--- src/inc/lepr_defs.svh ---
/*
 * offsets, reset values and timing counts of the link event and parameter registers.
 * assumes a byte-wide host bus with a 6-bit address.
 */
`ifndef LEPR_DEFS_SVH
`define LEPR_DEFS_SVH
// ---------------------------------------------------------------
// register map
// ---------------------------------------------------------------
`define LEPR_ADR_RDATA0 6'h05
`define LEPR_ADR_RDATA2 6'h07
`define LEPR_ADR_EVENT 6'h08
`define LEPR_ADR_PRM0 6'h10
`define LEPR_PRM_LAST 16
`define LEPR_RST_PRM 8'h00
// ---------------------------------------------------------------
// fields and counts
// ---------------------------------------------------------------
`define LEPR_CODE_MAX 5'h1b
`define LEPR_FIFO_DEPTH 8
`define LEPR_TIMER_SCALE_NS 327680
`define LEPR_CLK_NS 10
`endif

--- src/inc/lepr_pkg.sv ---
/*
 * types of the link event and parameter registers.
 * assumes lepr_defs.svh sits on the include path.
 */
package lepr_pkg;
    typedef enum logic [2:0] {RX_NONE, RX_SABM, RX_UA, RX_DM, RX_FRMR, RX_DISC} lepr_rx_frame_t;
    typedef enum logic [1:0] {HPE_IDLE, HPE_RETRY} lepr_hpe_state_t;
endpackage : lepr_pkg

--- src/verilog/lepr_regs.sv ---
/*
 * event code queue, received reject data and parameter registers of a link controller.
 * assumes the host bus strobes and protocol engine events are on sys_clk; modem pins and
 * the parity pin are asynchronous and are synchronised here.
 */
`include "lepr_defs.svh"

// How it works
// - event code sits in bits 4:0, values 0 to 27, bits 6:5 read zero
// - bit 7 flags lost event codes, cleared by reading the register
// - code 0 reads when nothing is outstanding
// - SABM=1, UA=2, DISC=5 only in information transfer; DM=3 always
// - FRMR received raises 4 and keeps its three data bytes
// - T3 idle expiry raises 6; retry limit raises 7 (C2 or N2)
// - final bit response without our poll raises 8
// - entering information transfer raises 9, leaving raises 10
// - XID stored raises 11; no XID response within T4 raises 12
// - frame reject sent raises 13 to 16 by cause
// - I frame stored raises 17; acknowledgments processed raise 18
// - receive FIFO overrun raises 19
// - transmit underrun raises 20; retransmit while send command stays set
// - receive descriptor not ready raises 21 and enters station busy
// - CTS lost in transfer raises 22; carrier low 23, carrier high 24
// - zero transmit table start address raises 25
// - parity on both DMA attempts raises 26 and clears send or receiver ready
// - param 0: near loopback, far loopback, echo bits
// - param 1: window size bits 2:0, zero passed through as written; bit 5 password exchange
// - disconnected with monitor disconnect zero: bit 4 picks flags or idle
// - each timer with a nonzero 12-bit value has a period of 32768 clocks times that value
// - minimum interframe flags is the flag count, or one when zero
module lepr_regs
    import lepr_pkg::*;
#(
    parameter int TIMER_SCALE = `LEPR_TIMER_SCALE_NS / `LEPR_CLK_NS
)
(
    // clock and reset
    input wire logic sys_clk_i,
    input wire logic srst_i,
    // host bus
    input wire logic bus_rd_i,
    input wire logic bus_wr_i,
    input wire logic [5:0] bus_addr_i,
    input wire logic [7:0] bus_data_i,
    output logic [7:0] bus_data_o,
    output logic bus_data_oe_o,
    // protocol engine events
    input wire logic info_transfer_i,
    input wire logic link_disconnected_i,
    input wire logic monitor_disconnect_i,
    input lepr_rx_frame_t rx_frame_i,
    input wire logic [23:0] rx_frmr_data_i,
    input wire logic retry_limit_event_i,
    input wire logic unsolicited_final_event_i,
    input wire logic xid_received_event_i,
    input wire logic xid_wait_i,
    input wire logic reject_sent_bad_control_i,
    input wire logic reject_sent_bad_info_i,
    input wire logic reject_sent_too_long_i,
    input wire logic reject_sent_bad_nr_i,
    input wire logic packet_received_event_i,
    input wire logic tx_acknowledged_event_i,
    input wire logic rx_overrun_event_i,
    input wire logic tx_underrun_event_i,
    input wire logic send_cmd_i,
    input wire logic rx_desc_check_i,
    input wire logic rx_buffer_ready_flag_i,
    input wire logic busy_clear_i,
    input wire logic tx_table_check_i,
    input wire logic dma_attempt_i,
    input wire logic dma_is_tx_i,
    input wire logic empty_iframe_event_i,
    input wire logic [3:0] timer_run_i,
    // asynchronous pins
    input wire logic cts_n_i,
    input wire logic cd_n_i,
    input wire logic parity_error_input_i,
    // results
    output logic [3:0] timer_expired_o,
    output logic retransmit_o,
    output logic station_busy_o,
    output logic clear_send_o,
    output logic clear_receiver_ready_cmd_o,
    // parameters
    output logic near_loopback_enable_o,
    output logic far_loopback_enable_o,
    output logic echo_enable_o,
    output logic [2:0] window_size_o,
    output logic idle_between_frames_o,
    output logic password_exchange_enable_o,
    output logic [15:0] tx_descriptor_table_o,
    output logic [3:0] retry_limit_o,
    output logic [12:0] max_rx_length_o,
    output logic [7:0] command_frame_address_o,
    output logic [7:0] response_frame_address_o,
    output logic [7:0] min_flags_o
);
    // ---------------------------------------------------------------
    // pin synchronisers
    // ---------------------------------------------------------------
    logic [2:0] pin_s1_reg;
    logic [2:0] pin_s2_reg;
    logic [2:0] pin_old_reg;
    always_ff @(posedge sys_clk_i)
    begin
        pin_s1_reg <= {parity_error_input_i, cd_n_i, cts_n_i};
        pin_s2_reg <= pin_s1_reg;
        pin_old_reg <= pin_s2_reg;
    end
    wire logic cts_rise = pin_s2_reg[0] & ~pin_old_reg[0];
    wire logic cd_fall = ~pin_s2_reg[1] & pin_old_reg[1];
    wire logic cd_rise = pin_s2_reg[1] & ~pin_old_reg[1];
    wire logic parity_bad = pin_s2_reg[2];

    // ---------------------------------------------------------------
    // parameter registers
    // ---------------------------------------------------------------
    logic [7:0] prm_reg [0:`LEPR_PRM_LAST];
    wire logic [5:0] prm_idx = bus_addr_i - `LEPR_ADR_PRM0;
    wire logic prm_hit = (bus_addr_i >= `LEPR_ADR_PRM0) && (prm_idx <= 6'(`LEPR_PRM_LAST));
    always_ff @(posedge sys_clk_i)
    begin
        for (int i = 0; i <= `LEPR_PRM_LAST; i++)
        begin
            if (srst_i)
                prm_reg[i] <= `LEPR_RST_PRM;
            else if (bus_wr_i && prm_hit && prm_idx == 6'(i))
                prm_reg[i] <= bus_data_i;
        end
    end
    assign near_loopback_enable_o = prm_reg[0][0];
    assign far_loopback_enable_o = prm_reg[0][1];
    assign echo_enable_o = prm_reg[0][2];
    // zero window is the host's fault; it is passed through as written
    assign window_size_o = prm_reg[1][2:0];
    assign password_exchange_enable_o = prm_reg[1][5];
    // outside the disconnected, monitor-off case the engine keeps flagging
    assign idle_between_frames_o = link_disconnected_i & ~monitor_disconnect_i
        & prm_reg[1][4];
    assign tx_descriptor_table_o = {prm_reg[3], prm_reg[2]};
    assign retry_limit_o = prm_reg[5][7:4];
    assign max_rx_length_o = {prm_reg[9][4:0], prm_reg[8]};
    assign command_frame_address_o = prm_reg[14];
    assign response_frame_address_o = prm_reg[15];
    assign min_flags_o = (prm_reg[16] == 8'h00) ? 8'h01 : prm_reg[16];

    // ---------------------------------------------------------------
    // protocol timers
    // ---------------------------------------------------------------
    logic [11:0] tmr_value [0:3];
    assign tmr_value[0] = {prm_reg[5][3:0], prm_reg[4]};
    assign tmr_value[1] = {prm_reg[7][3:0], prm_reg[6]};
    assign tmr_value[2] = {prm_reg[13][3:0], prm_reg[12]};
    assign tmr_value[3] = {prm_reg[11][3:0], prm_reg[10]};
    generate
        for (genvar t = 0; t < 4; t++)
        begin : g_tmr
            logic [15:0] pre_reg;
            logic [11:0] ticks_reg;
            wire logic tick = (pre_reg == 16'(TIMER_SCALE - 1));
            // a zero value never expires rather than firing at once
            wire logic done = tick && tmr_value[t] != 12'h000
                && ticks_reg == tmr_value[t] - 12'h001;
            always_ff @(posedge sys_clk_i)
            begin
                if (srst_i || !timer_run_i[t] || done)
                begin
                    pre_reg <= 16'h0000;
                    ticks_reg <= 12'h000;
                end
                else
                begin
                    pre_reg <= tick ? 16'h0000 : pre_reg + 16'h0001;
                    ticks_reg <= tick ? ticks_reg + 12'h001 : ticks_reg;
                end
            end
            assign timer_expired_o[t] = done;
        end
    endgenerate

    // ---------------------------------------------------------------
    // event sources
    // ---------------------------------------------------------------
    logic info_old_reg;
    logic underrun_reg;
    logic busy_reg;
    logic [23:0] frmr_data_reg;
    lepr_hpe_state_t hpe_reg;
    always_ff @(posedge sys_clk_i)
    begin
        info_old_reg <= srst_i ? 1'b0 : info_transfer_i;
    end

    wire logic hpe_event = dma_attempt_i && parity_bad && hpe_reg == HPE_RETRY;
    always_ff @(posedge sys_clk_i)
    begin
        if (srst_i)
            hpe_reg <= HPE_IDLE;
        else if (dma_attempt_i)
        begin
            case (hpe_reg)
                HPE_IDLE: hpe_reg <= parity_bad ? HPE_RETRY : HPE_IDLE;
                HPE_RETRY: hpe_reg <= HPE_IDLE;
                default: hpe_reg <= HPE_IDLE;
            endcase
        end
    end
    assign clear_send_o = hpe_event & dma_is_tx_i;
    assign clear_receiver_ready_cmd_o = hpe_event & ~dma_is_tx_i;

    wire logic desc_busy = rx_desc_check_i & ~rx_buffer_ready_flag_i;
    always_ff @(posedge sys_clk_i)
    begin
        if (srst_i)
        begin
            underrun_reg <= 1'b0;
            busy_reg <= 1'b0;
            frmr_data_reg <= 24'h000000;
        end
        else
        begin
            // retries stop as soon as the host drops the send command
            underrun_reg <= (underrun_reg | tx_underrun_event_i) & send_cmd_i;
            busy_reg <= desc_busy | (busy_reg & ~busy_clear_i);
            if (rx_frame_i == RX_FRMR)
                frmr_data_reg <= rx_frmr_data_i;
        end
    end
    assign retransmit_o = underrun_reg;
    assign station_busy_o = busy_reg;

    logic [27:1] ev_raise;
    assign ev_raise[1] = rx_frame_i == RX_SABM && info_transfer_i;
    assign ev_raise[2] = rx_frame_i == RX_UA && info_transfer_i;
    assign ev_raise[3] = rx_frame_i == RX_DM;
    assign ev_raise[4] = rx_frame_i == RX_FRMR;
    assign ev_raise[5] = rx_frame_i == RX_DISC && info_transfer_i;
    assign ev_raise[6] = timer_expired_o[2];
    // software tells C2 from N2 by the password exchange state
    assign ev_raise[7] = retry_limit_event_i;
    assign ev_raise[8] = unsolicited_final_event_i;
    assign ev_raise[9] = info_transfer_i & ~info_old_reg;
    assign ev_raise[10] = ~info_transfer_i & info_old_reg;
    assign ev_raise[11] = xid_received_event_i;
    assign ev_raise[12] = timer_expired_o[3] & xid_wait_i;
    assign ev_raise[13] = reject_sent_bad_control_i;
    assign ev_raise[14] = reject_sent_bad_info_i;
    assign ev_raise[15] = reject_sent_too_long_i;
    assign ev_raise[16] = reject_sent_bad_nr_i;
    assign ev_raise[17] = packet_received_event_i;
    assign ev_raise[18] = tx_acknowledged_event_i;
    assign ev_raise[19] = rx_overrun_event_i;
    assign ev_raise[20] = tx_underrun_event_i;
    assign ev_raise[21] = desc_busy;
    assign ev_raise[22] = cts_rise & info_transfer_i;
    assign ev_raise[23] = cd_fall;
    assign ev_raise[24] = cd_rise;
    assign ev_raise[25] = tx_table_check_i && tx_descriptor_table_o == 16'h0000;
    assign ev_raise[26] = hpe_event;
    assign ev_raise[27] = empty_iframe_event_i;

    // ---------------------------------------------------------------
    // event queue
    // ---------------------------------------------------------------
    // one pending bit per code lets simultaneous events queue one per cycle;
    // a repeat of a code still pending is the only way an event is lost
    logic [27:1] pend_reg;
    logic [27:1] taken_vec;
    logic [4:0] fifo_mem [0:`LEPR_FIFO_DEPTH-1];
    logic [2:0] wr_ptr_reg;
    logic [2:0] rd_ptr_reg;
    logic [3:0] count_reg;
    logic lost_reg;
    logic [4:0] pick;
    always_comb
    begin
        pick = 5'h00;
        for (int i = 27; i >= 1; i--)
        begin
            if (pend_reg[i])
                pick = 5'(i);
        end
    end
    wire logic fifo_full = count_reg == 4'(`LEPR_FIFO_DEPTH);
    wire logic fifo_empty = count_reg == 4'h0;
    wire logic push = pick != 5'h00 && !fifo_full;
    wire logic event_rd = bus_rd_i && bus_addr_i == `LEPR_ADR_EVENT;
    wire logic pop = event_rd && !fifo_empty;
    wire logic [4:0] head = fifo_empty ? 5'h00 : fifo_mem[rd_ptr_reg];
    // a code raised again in the cycle it is queued stays pending, it is not lost
    wire logic lost_now = |(ev_raise & pend_reg & ~taken_vec);

    generate
        for (genvar c = 1; c <= 27; c++)
        begin : g_pend
            assign taken_vec[c] = push && pick == 5'(c);
            always_ff @(posedge sys_clk_i)
            begin
                if (srst_i)
                    pend_reg[c] <= 1'b0;
                else
                    pend_reg[c] <= ev_raise[c] | (pend_reg[c] & ~taken_vec[c]);
            end
        end
    endgenerate

    always_ff @(posedge sys_clk_i)
    begin
        if (push)
            fifo_mem[wr_ptr_reg] <= pick;
    end
    always_ff @(posedge sys_clk_i)
    begin
        if (srst_i)
        begin
            wr_ptr_reg <= 3'h0;
            rd_ptr_reg <= 3'h0;
            count_reg <= 4'h0;
            lost_reg <= 1'b0;
        end
        else
        begin
            wr_ptr_reg <= wr_ptr_reg + 3'(push);
            rd_ptr_reg <= rd_ptr_reg + 3'(pop);
            count_reg <= count_reg + 4'(push) - 4'(pop);
            // a loss in the read cycle survives the clear
            lost_reg <= lost_now | (lost_reg & ~event_rd);
        end
    end

    // ---------------------------------------------------------------
    // read path
    // ---------------------------------------------------------------
    wire logic [7:0] event_word = {lost_reg, 2'b00, head};
    wire logic frmr_hit = bus_addr_i >= `LEPR_ADR_RDATA0 && bus_addr_i <= `LEPR_ADR_RDATA2;
    wire logic [4:0] frmr_sel = 5'((bus_addr_i - `LEPR_ADR_RDATA0) * 6'h08);
    wire logic [7:0] rd_mux = event_rd ? event_word
        : frmr_hit ? frmr_data_reg[frmr_sel +: 8]
        : prm_hit ? prm_reg[prm_idx[4:0]] : 8'h00;
    always_ff @(posedge sys_clk_i)
    begin
        if (srst_i)
        begin
            bus_data_o <= 8'h00;
            bus_data_oe_o <= 1'b0;
        end
        else
        begin
            bus_data_o <= bus_rd_i ? rd_mux : bus_data_o;
            bus_data_oe_o <= bus_rd_i;
        end
    end
endmodule : lepr_regs
--- config.mk ---
export PLATFORM = sky130hd
export DESIGN_NAME = lepr_regs
export DESIGN_NICKNAME = d
export VERILOG_FILES = /design/src/inc/lepr_pkg.sv /design/src/verilog/lepr_regs.sv
export VERILOG_INCLUDE_DIRS = /design/src /design/src/inc
export SDC_FILE = /design/constraint.sdc
export NUM_CORES = 1
export LEC_CHECK = 0
export BUFFER_PORTS_ARGS = -buffer_cell sky130_fd_sc_hd__buf_2
export CORE_UTILIZATION = 54
export DETAILED_ROUTE_END_ITERATION = 6
export MAX_ROUTING_LAYER = met4
export PLACE_DENSITY_LB_ADDON = 0.15
export SLEW_MARGIN = 10
export SYNTH_ARGS = -nofsm -noshare
export SYNTH_HDL_FRONTEND = slang
export SYNTH_SLANG_ARGS = --single-unit
export TNS_END_PERCENT = 10
--- constraint.sdc ---
create_clock -name sys_clk_i -period 4.2 [get_ports sys_clk_i]
set_clock_uncertainty 0.05 [all_clocks]
set_input_delay 1.05 -clock sys_clk_i [delete_from_list [all_inputs] [get_ports sys_clk_i]]
set_output_delay 1.05 -clock sys_clk_i [all_outputs]
set_load 0.01 [all_outputs]
* Word-level counts from Yosys, hierarchy flattened
Memory sizes are Yosys's and may differ from the RTL's. A register that Yosys moved wholly into a read port is not among the register bits.
Cells that the tools add are included.
** Storage, ports and cells
- Bits in latches :: 0
- Memories kept :: 2
- Output and inout port bits :: 82
- Register bits after elaboration :: 196
- ROM bits :: 0
- Bits in writable memories :: 176
** Cells by class
- Multiply operators :: 0
- Bitwise gates (word level) :: 129
- Mux-type cells :: 107
- Shift-type cells :: 1
- Reductions and logical operators :: 93
- Magnitude comparators :: 4
- Eq/ne operators :: 59
- Div/mod/pow operators :: 0
- Add/subtract/negate cells :: 18
** Memories
- prm_reg :: words 17, bits a word 8, rd ports 18, clocked after Yosys merged registers in 0, wr ports 17, line lepr_regs.sv:118 : logic [7:0] prm_reg [0:`LEPR_PRM_LAST];
- fifo_mem :: words 8, bits a word 5, rd ports 1, clocked after Yosys merged registers in 1, wr ports 1, line lepr_regs.sv:269 : logic [4:0] fifo_mem [0:`LEPR_FIFO_DEPTH-1];
** Operators with widths (count)
- 2-to-1 mux 8 bit :: 21
- 2-to-1 mux 5 bit :: 28
- adder 16 x 1 -> 16 bit (second input constant) :: 4
- equality test 16 x 15 -> 1 bit (second input constant) :: 4
- logical AND 1 bit :: 64
- equality test 5 bit (second input constant) :: 12
- 2-to-1 mux 1 bit :: 57
- bitwise AND 27 bit :: 2
- equality test 6 x 4 -> 1 bit (second input constant) :: 9
- adder 12 x 1 -> 12 bit (second input constant) :: 4
- equality test 12 bit :: 4
- nonzero test 12 bit :: 4
- subtractor 12 x 1 -> 12 bit (second input constant) :: 4
- bitwise OR 1 bit :: 47
- bitwise AND 1 bit :: 42
- equality test 5 x 4 -> 1 bit (second input constant) :: 8
- inverter 1 bit :: 37
- inverter 27 bit :: 1
- OR reduction 27 bit :: 1
- equality test 6 x 3 -> 1 bit (second input constant) :: 4
- variable part select 24 x 6 -> 8 bit :: 1
- equality test 5 x 3 -> 1 bit (second input constant) :: 4
- zero test 16 bit :: 1
- equality test 6 x 2 -> 1 bit (second input constant) :: 2
- 27 further kinds :: 46

* Logic depth before layout (Yosys ltp)
- Depth after elaboration :: 34
- Mapped depth :: 15
- Gate-level depth less buffers :: 14

* Least setup slack after synthesis
OpenSTA, ideal clock, no wires.
- Kind :: input to register
- Start point :: input bus_addr_i[0]
- End point :: register count_reg[2]
- Library setup time :: 0.128 ns
- Stages on the path :: 14
- Buffers on the path :: 2
- Path slack :: -0.054 ns
- Data arrival time :: 4.076 ns
- Data required time :: 4.022 ns
- Cell sequence :: clkbuf_1 -> buf_1 -> clkinv_1 -> ha_1 -> nor2b_1 -> or4b_1 -> a21oi_1 -> ha_1 -> inv_1 -> ha_1 -> inv_1 -> fa_1 -> xor2_1 -> nor2_1
** Between the ends
- Longest elaborated chain between the ends :: 4
** RTL lines
- start, declared :: line lepr_regs.sv:43 : input wire logic [5:0] bus_addr_i,
- equality test 6 x 4 -> 1 bit (no source line)
- logical AND 1 bit (no source line)
- logical AND 1 bit :: line lepr_regs.sv:288 : wire logic pop = event_rd && !fifo_empty;
- subtractor 4 x 1 -> 4 bit :: line lepr_regs.sv:325 : count_reg <= count_reg + 4'(push) - 4'(pop);
- end signal, assigned :: line lepr_regs.sv:325
- end, declared :: line lepr_regs.sv:272 : logic [3:0] count_reg;
No other way between the ends.
A chain may end at the register's enable or synchronous reset.

==> results by group <==
Outcome
  • Status: finished with violations
  • Violated checks: negative setup slack

Synthesis
  • Synthesis-stage register bit count: 371
  • Yosys warns: 0
  • Cells after synthesis: 1,790
  • Number of synthesized flops with an enable pin: 176
  • Area leader, netlist: edfxtp_1
  • Synth area leaders: edfxtp_1 (29%), dfxtp_1 (21%), mux4_2 (6.0%)
  • Synth Net Count: 1,892
  • XOR/XNOR Fraction of Synth Area: 7.043%
  • FFs w/ async S/R, synth: 0%
  • Netlist Area Pre-Place: 0.01853 mm2
  • Post-Synth Adder-Cell Area: 1.864%
  • Most used DFF post-synth: dfxtp_1
  • Synth Area in Simple Gates: 21.64%
  • Synth top area share: 28.53%
  • Compound-Gate Fraction of Synth Area: 8.178%
  • Mux cell area share after synthesis: 8.036%
  • Post-synthesis sequential area ratio: 49.59%
  • Yosys cell types: 89
  • Largest family of logic cells by synthesized area: simple AND/OR/NAND/NOR gates
  • Avg Synthesized Cell Area: 10.35 um2

Worst setup path
  • Critical Path Source Type: flop
  • Slowest CP cell: or4_4
  • Ordered cell list for the critical path: inv_2 > ha_4 > or3b_4 > nor3_4 > xnor2_1 > or4_1 > or4_4 > inv_2 > buf_6
  • Most common cell on crit path: inv_2
  • Crit path max fanout: 6
  • Critical path required time: 3100 ps
  • Buf+Inv Stages, Crit Path: 3
  • Worst EP arrival: 3180 ps
  • Largest stage delay, worst path: 600 ps
  • Setup CP Type: reg2out
  • Family with the most delay on the worst path: simple AND/OR/NAND/NOR gates
  • CP Capture Type: output port

Clock network
  • Cts bufs inserted: 40
  • Worst-path clk slew: 60 ps
  • Hold-fix buffers at CTS: 0
  • CTS tree: yes
  • CTS root buffer: clkbuf_16
  • Clock buffer depth: 3
  • CTS H-tree lvls: 2
  • Clock Latency Late Sink: 530 ps
  • Clock sink count: 371

Power and ir drop
  • Peak VDD IR: 0.3586 mV
  • PD cells: 414.1 mW/mm2
  • LEAKAGE: 7.678 nW

Route
  • Drt total wl: 47.78 mm
  • Drt drc: 0
  • Met2 routed WL: 21.40 mm
  • Met3 wire length: 4.430 mm
  • Metal-1 WL: 20.85 mm
  • DR top layer: met4
  • Vias: 14,047
  • 1st-iter DRT viols: 1,304
  • DRT Pass-1 Iters: 7
  • Routed WL per cell: 19.78 um
  • Post-DRT Antenna Nets: 0
  • Avg Vias per Cell: 5.817

STA
  • Fin worst setup slack: -79.72 ps
  • Fin crit share: 101.9%
  • RSZ-0062 raised after global routing: true
  • Slew headroom: 42.87%
  • Hold Vio Cnt, Final: 0
  • # setup viols final: 2
  • Worst-margin pin slew: 856.9 ps
  • Tmin final: 4280 ps
  • Final Max Tran Viols: 0
  • FMAX: 0.2337 GHz

Finish
  • Most frequent cells in the layout: nor2_1 (209), dfxtp_1 (195), edfxtp_1 (176)
  • Layout cells sized above 1: 17.89%
  • Commonest non-fill, non-tap cell in the layout: nor2_1
  • Final non-filler cell total: 2,415
  • Max reg flops: 136
  • Final Net Count: 2,035
  • P&R area growth vs syn: 14.14%
  • Post-route cell area: 0.02115 mm2
  • Final core occ: 62.91%

Global routing
  • Total track usage: 28.23%
  • First-pass GRT wire length: 75.20 mm
  • Largest net degree at the start of global routing: 76
  • Initial antenna violation count: 5
  • Vias in the first global route: 13,633
  • Global route total overflow: 0

Place
  • Post-DP Area: 0.01963 mm2
  • RD Place Congestion: 0.9388
  • DP HPWL: 34.52 mm
  • Inst Count DP: 2,325
  • Pre-CTS setup slack: -89.72 ps
  • Port Buffers: 156

Die
  • Core area: 0.03362 mm2
  • Die H: 187.2 um
  • Die Area: 0.03506 mm2
  • Ports: 157
  • Standard-cell rows: 67
  • Die Width: 187.2 um
  • Initial core utilization: 55.12%

Job
  • Max_cap viols: 0

Worst hold path
  • Hold WC Path Type: reg2reg
-- power by group --
part | internal [mW] | switching, mW | leakage [nW]
Sequential | 4.04 | 0.169 | 3.25
Combinational | 0.432 | 0.632 | 3.79
Clock | 2.06 | 1.43 | 0.640
Total | 6.52 | 2.23 | 7.68
-- stage by stage --
step / total power [mW] / hold WS (ps) / setup TNS, ps
after floorplan: 4.920 / 259.6 / 0
after global placement: 5.283 / 262.4 / -52.49
after detailed placement: 5.308 / 265.7 / -89.72
after CTS: 8.802 / 279.9 / -205.3
after global routing: 9.092 / 291.7 / -437.3
final: 8.757 / 278.6 / -137.8
-- cell usage after synthesis, types with 14 or more instances --
| master | instances |
|---|---|
| and2_1 | 147 |
| o21bai_1 | 14 |
| nand2_1 | 115 |
| xnor2_1 | 82 |
| nand2b_1 | 21 |
| o21ai_0 | 43 |
| nand3_1 | 41 |
| dfxtp_1 | 195 |
| and3_1 | 22 |
| edfxtp_1 | 176 |
| mux4_2 | 49 |
| or3_1 | 21 |
| mux2i_1 | 28 |
| a21oi_1 | 81 |
| nor2_1 | 209 |
| ha_1 | 26 |
| clkbuf_1 | 61 |
| nand4_1 | 35 |
| nor2b_1 | 22 |
| buf_4 | 19 |
| inv_1 | 65 |
| or4_1 | 15 |
| nor3_1 | 46 |
| nor4_1 | 20 |
| xor2_1 | 67 |
-- timing repair --
action	CTS	global route
endpoints found under the setup margin	3	3
pin swaps	6	7
setup buffers	7	7
resized for setup	11	11
-- worst register-to-register path, delay by kind of cell (launching register included) --
kind                       cells  cell delay [ps]
adders and majority gates      1              140
buffers and inverters          2              290
xor gates and xnor gates       1               90
and+or+nand+nor                4             1700
AOI/OAI and AO/OA              3              790
DFF                            1              420
-- kinds of logic after synthesis --
group                      count (synthesis)
AOI/OAI and AO/OA                        235
xor gates and xnor gates                 149
adders and majority gates                 27
buffers and inverters                    159
DFF                                      371
muxes                                     85
and+or+nand+nor                          764
-- layer usage --
layer  vias up  GRT usage, %
li1       6668             -
met1      6697         38.32
met2       608         42.31
met3        74         6.191
met4         0         8.544
met5         -             -
-- final cells by class --
cell class	instances	area [um2]
fill	2754	12470
sequential	371	9189
multi-input combinational	1260	8761
clock buffer	51	1114
timing repair buffer	194	1081
tap	448	560.5
inverter	66	247.7
clock inverter	20	182.7
antenna	5	12.51
-- path summary, 6_finish.rpt --
path                   from                 end  slack [ps]  cells past startpoint
max          prm_reg[10][1]  timer_expired_o[3]         -80                      9
min           pin_s1_reg[0]       pin_s2_reg[0]         280                      0
max reg2reg  prm_reg[10][1]            lost_reg         620                     11
min reg2reg   pin_s1_reg[0]       pin_s2_reg[0]         280                      0
No activity file was read; power rests on OpenSTA's default activity.
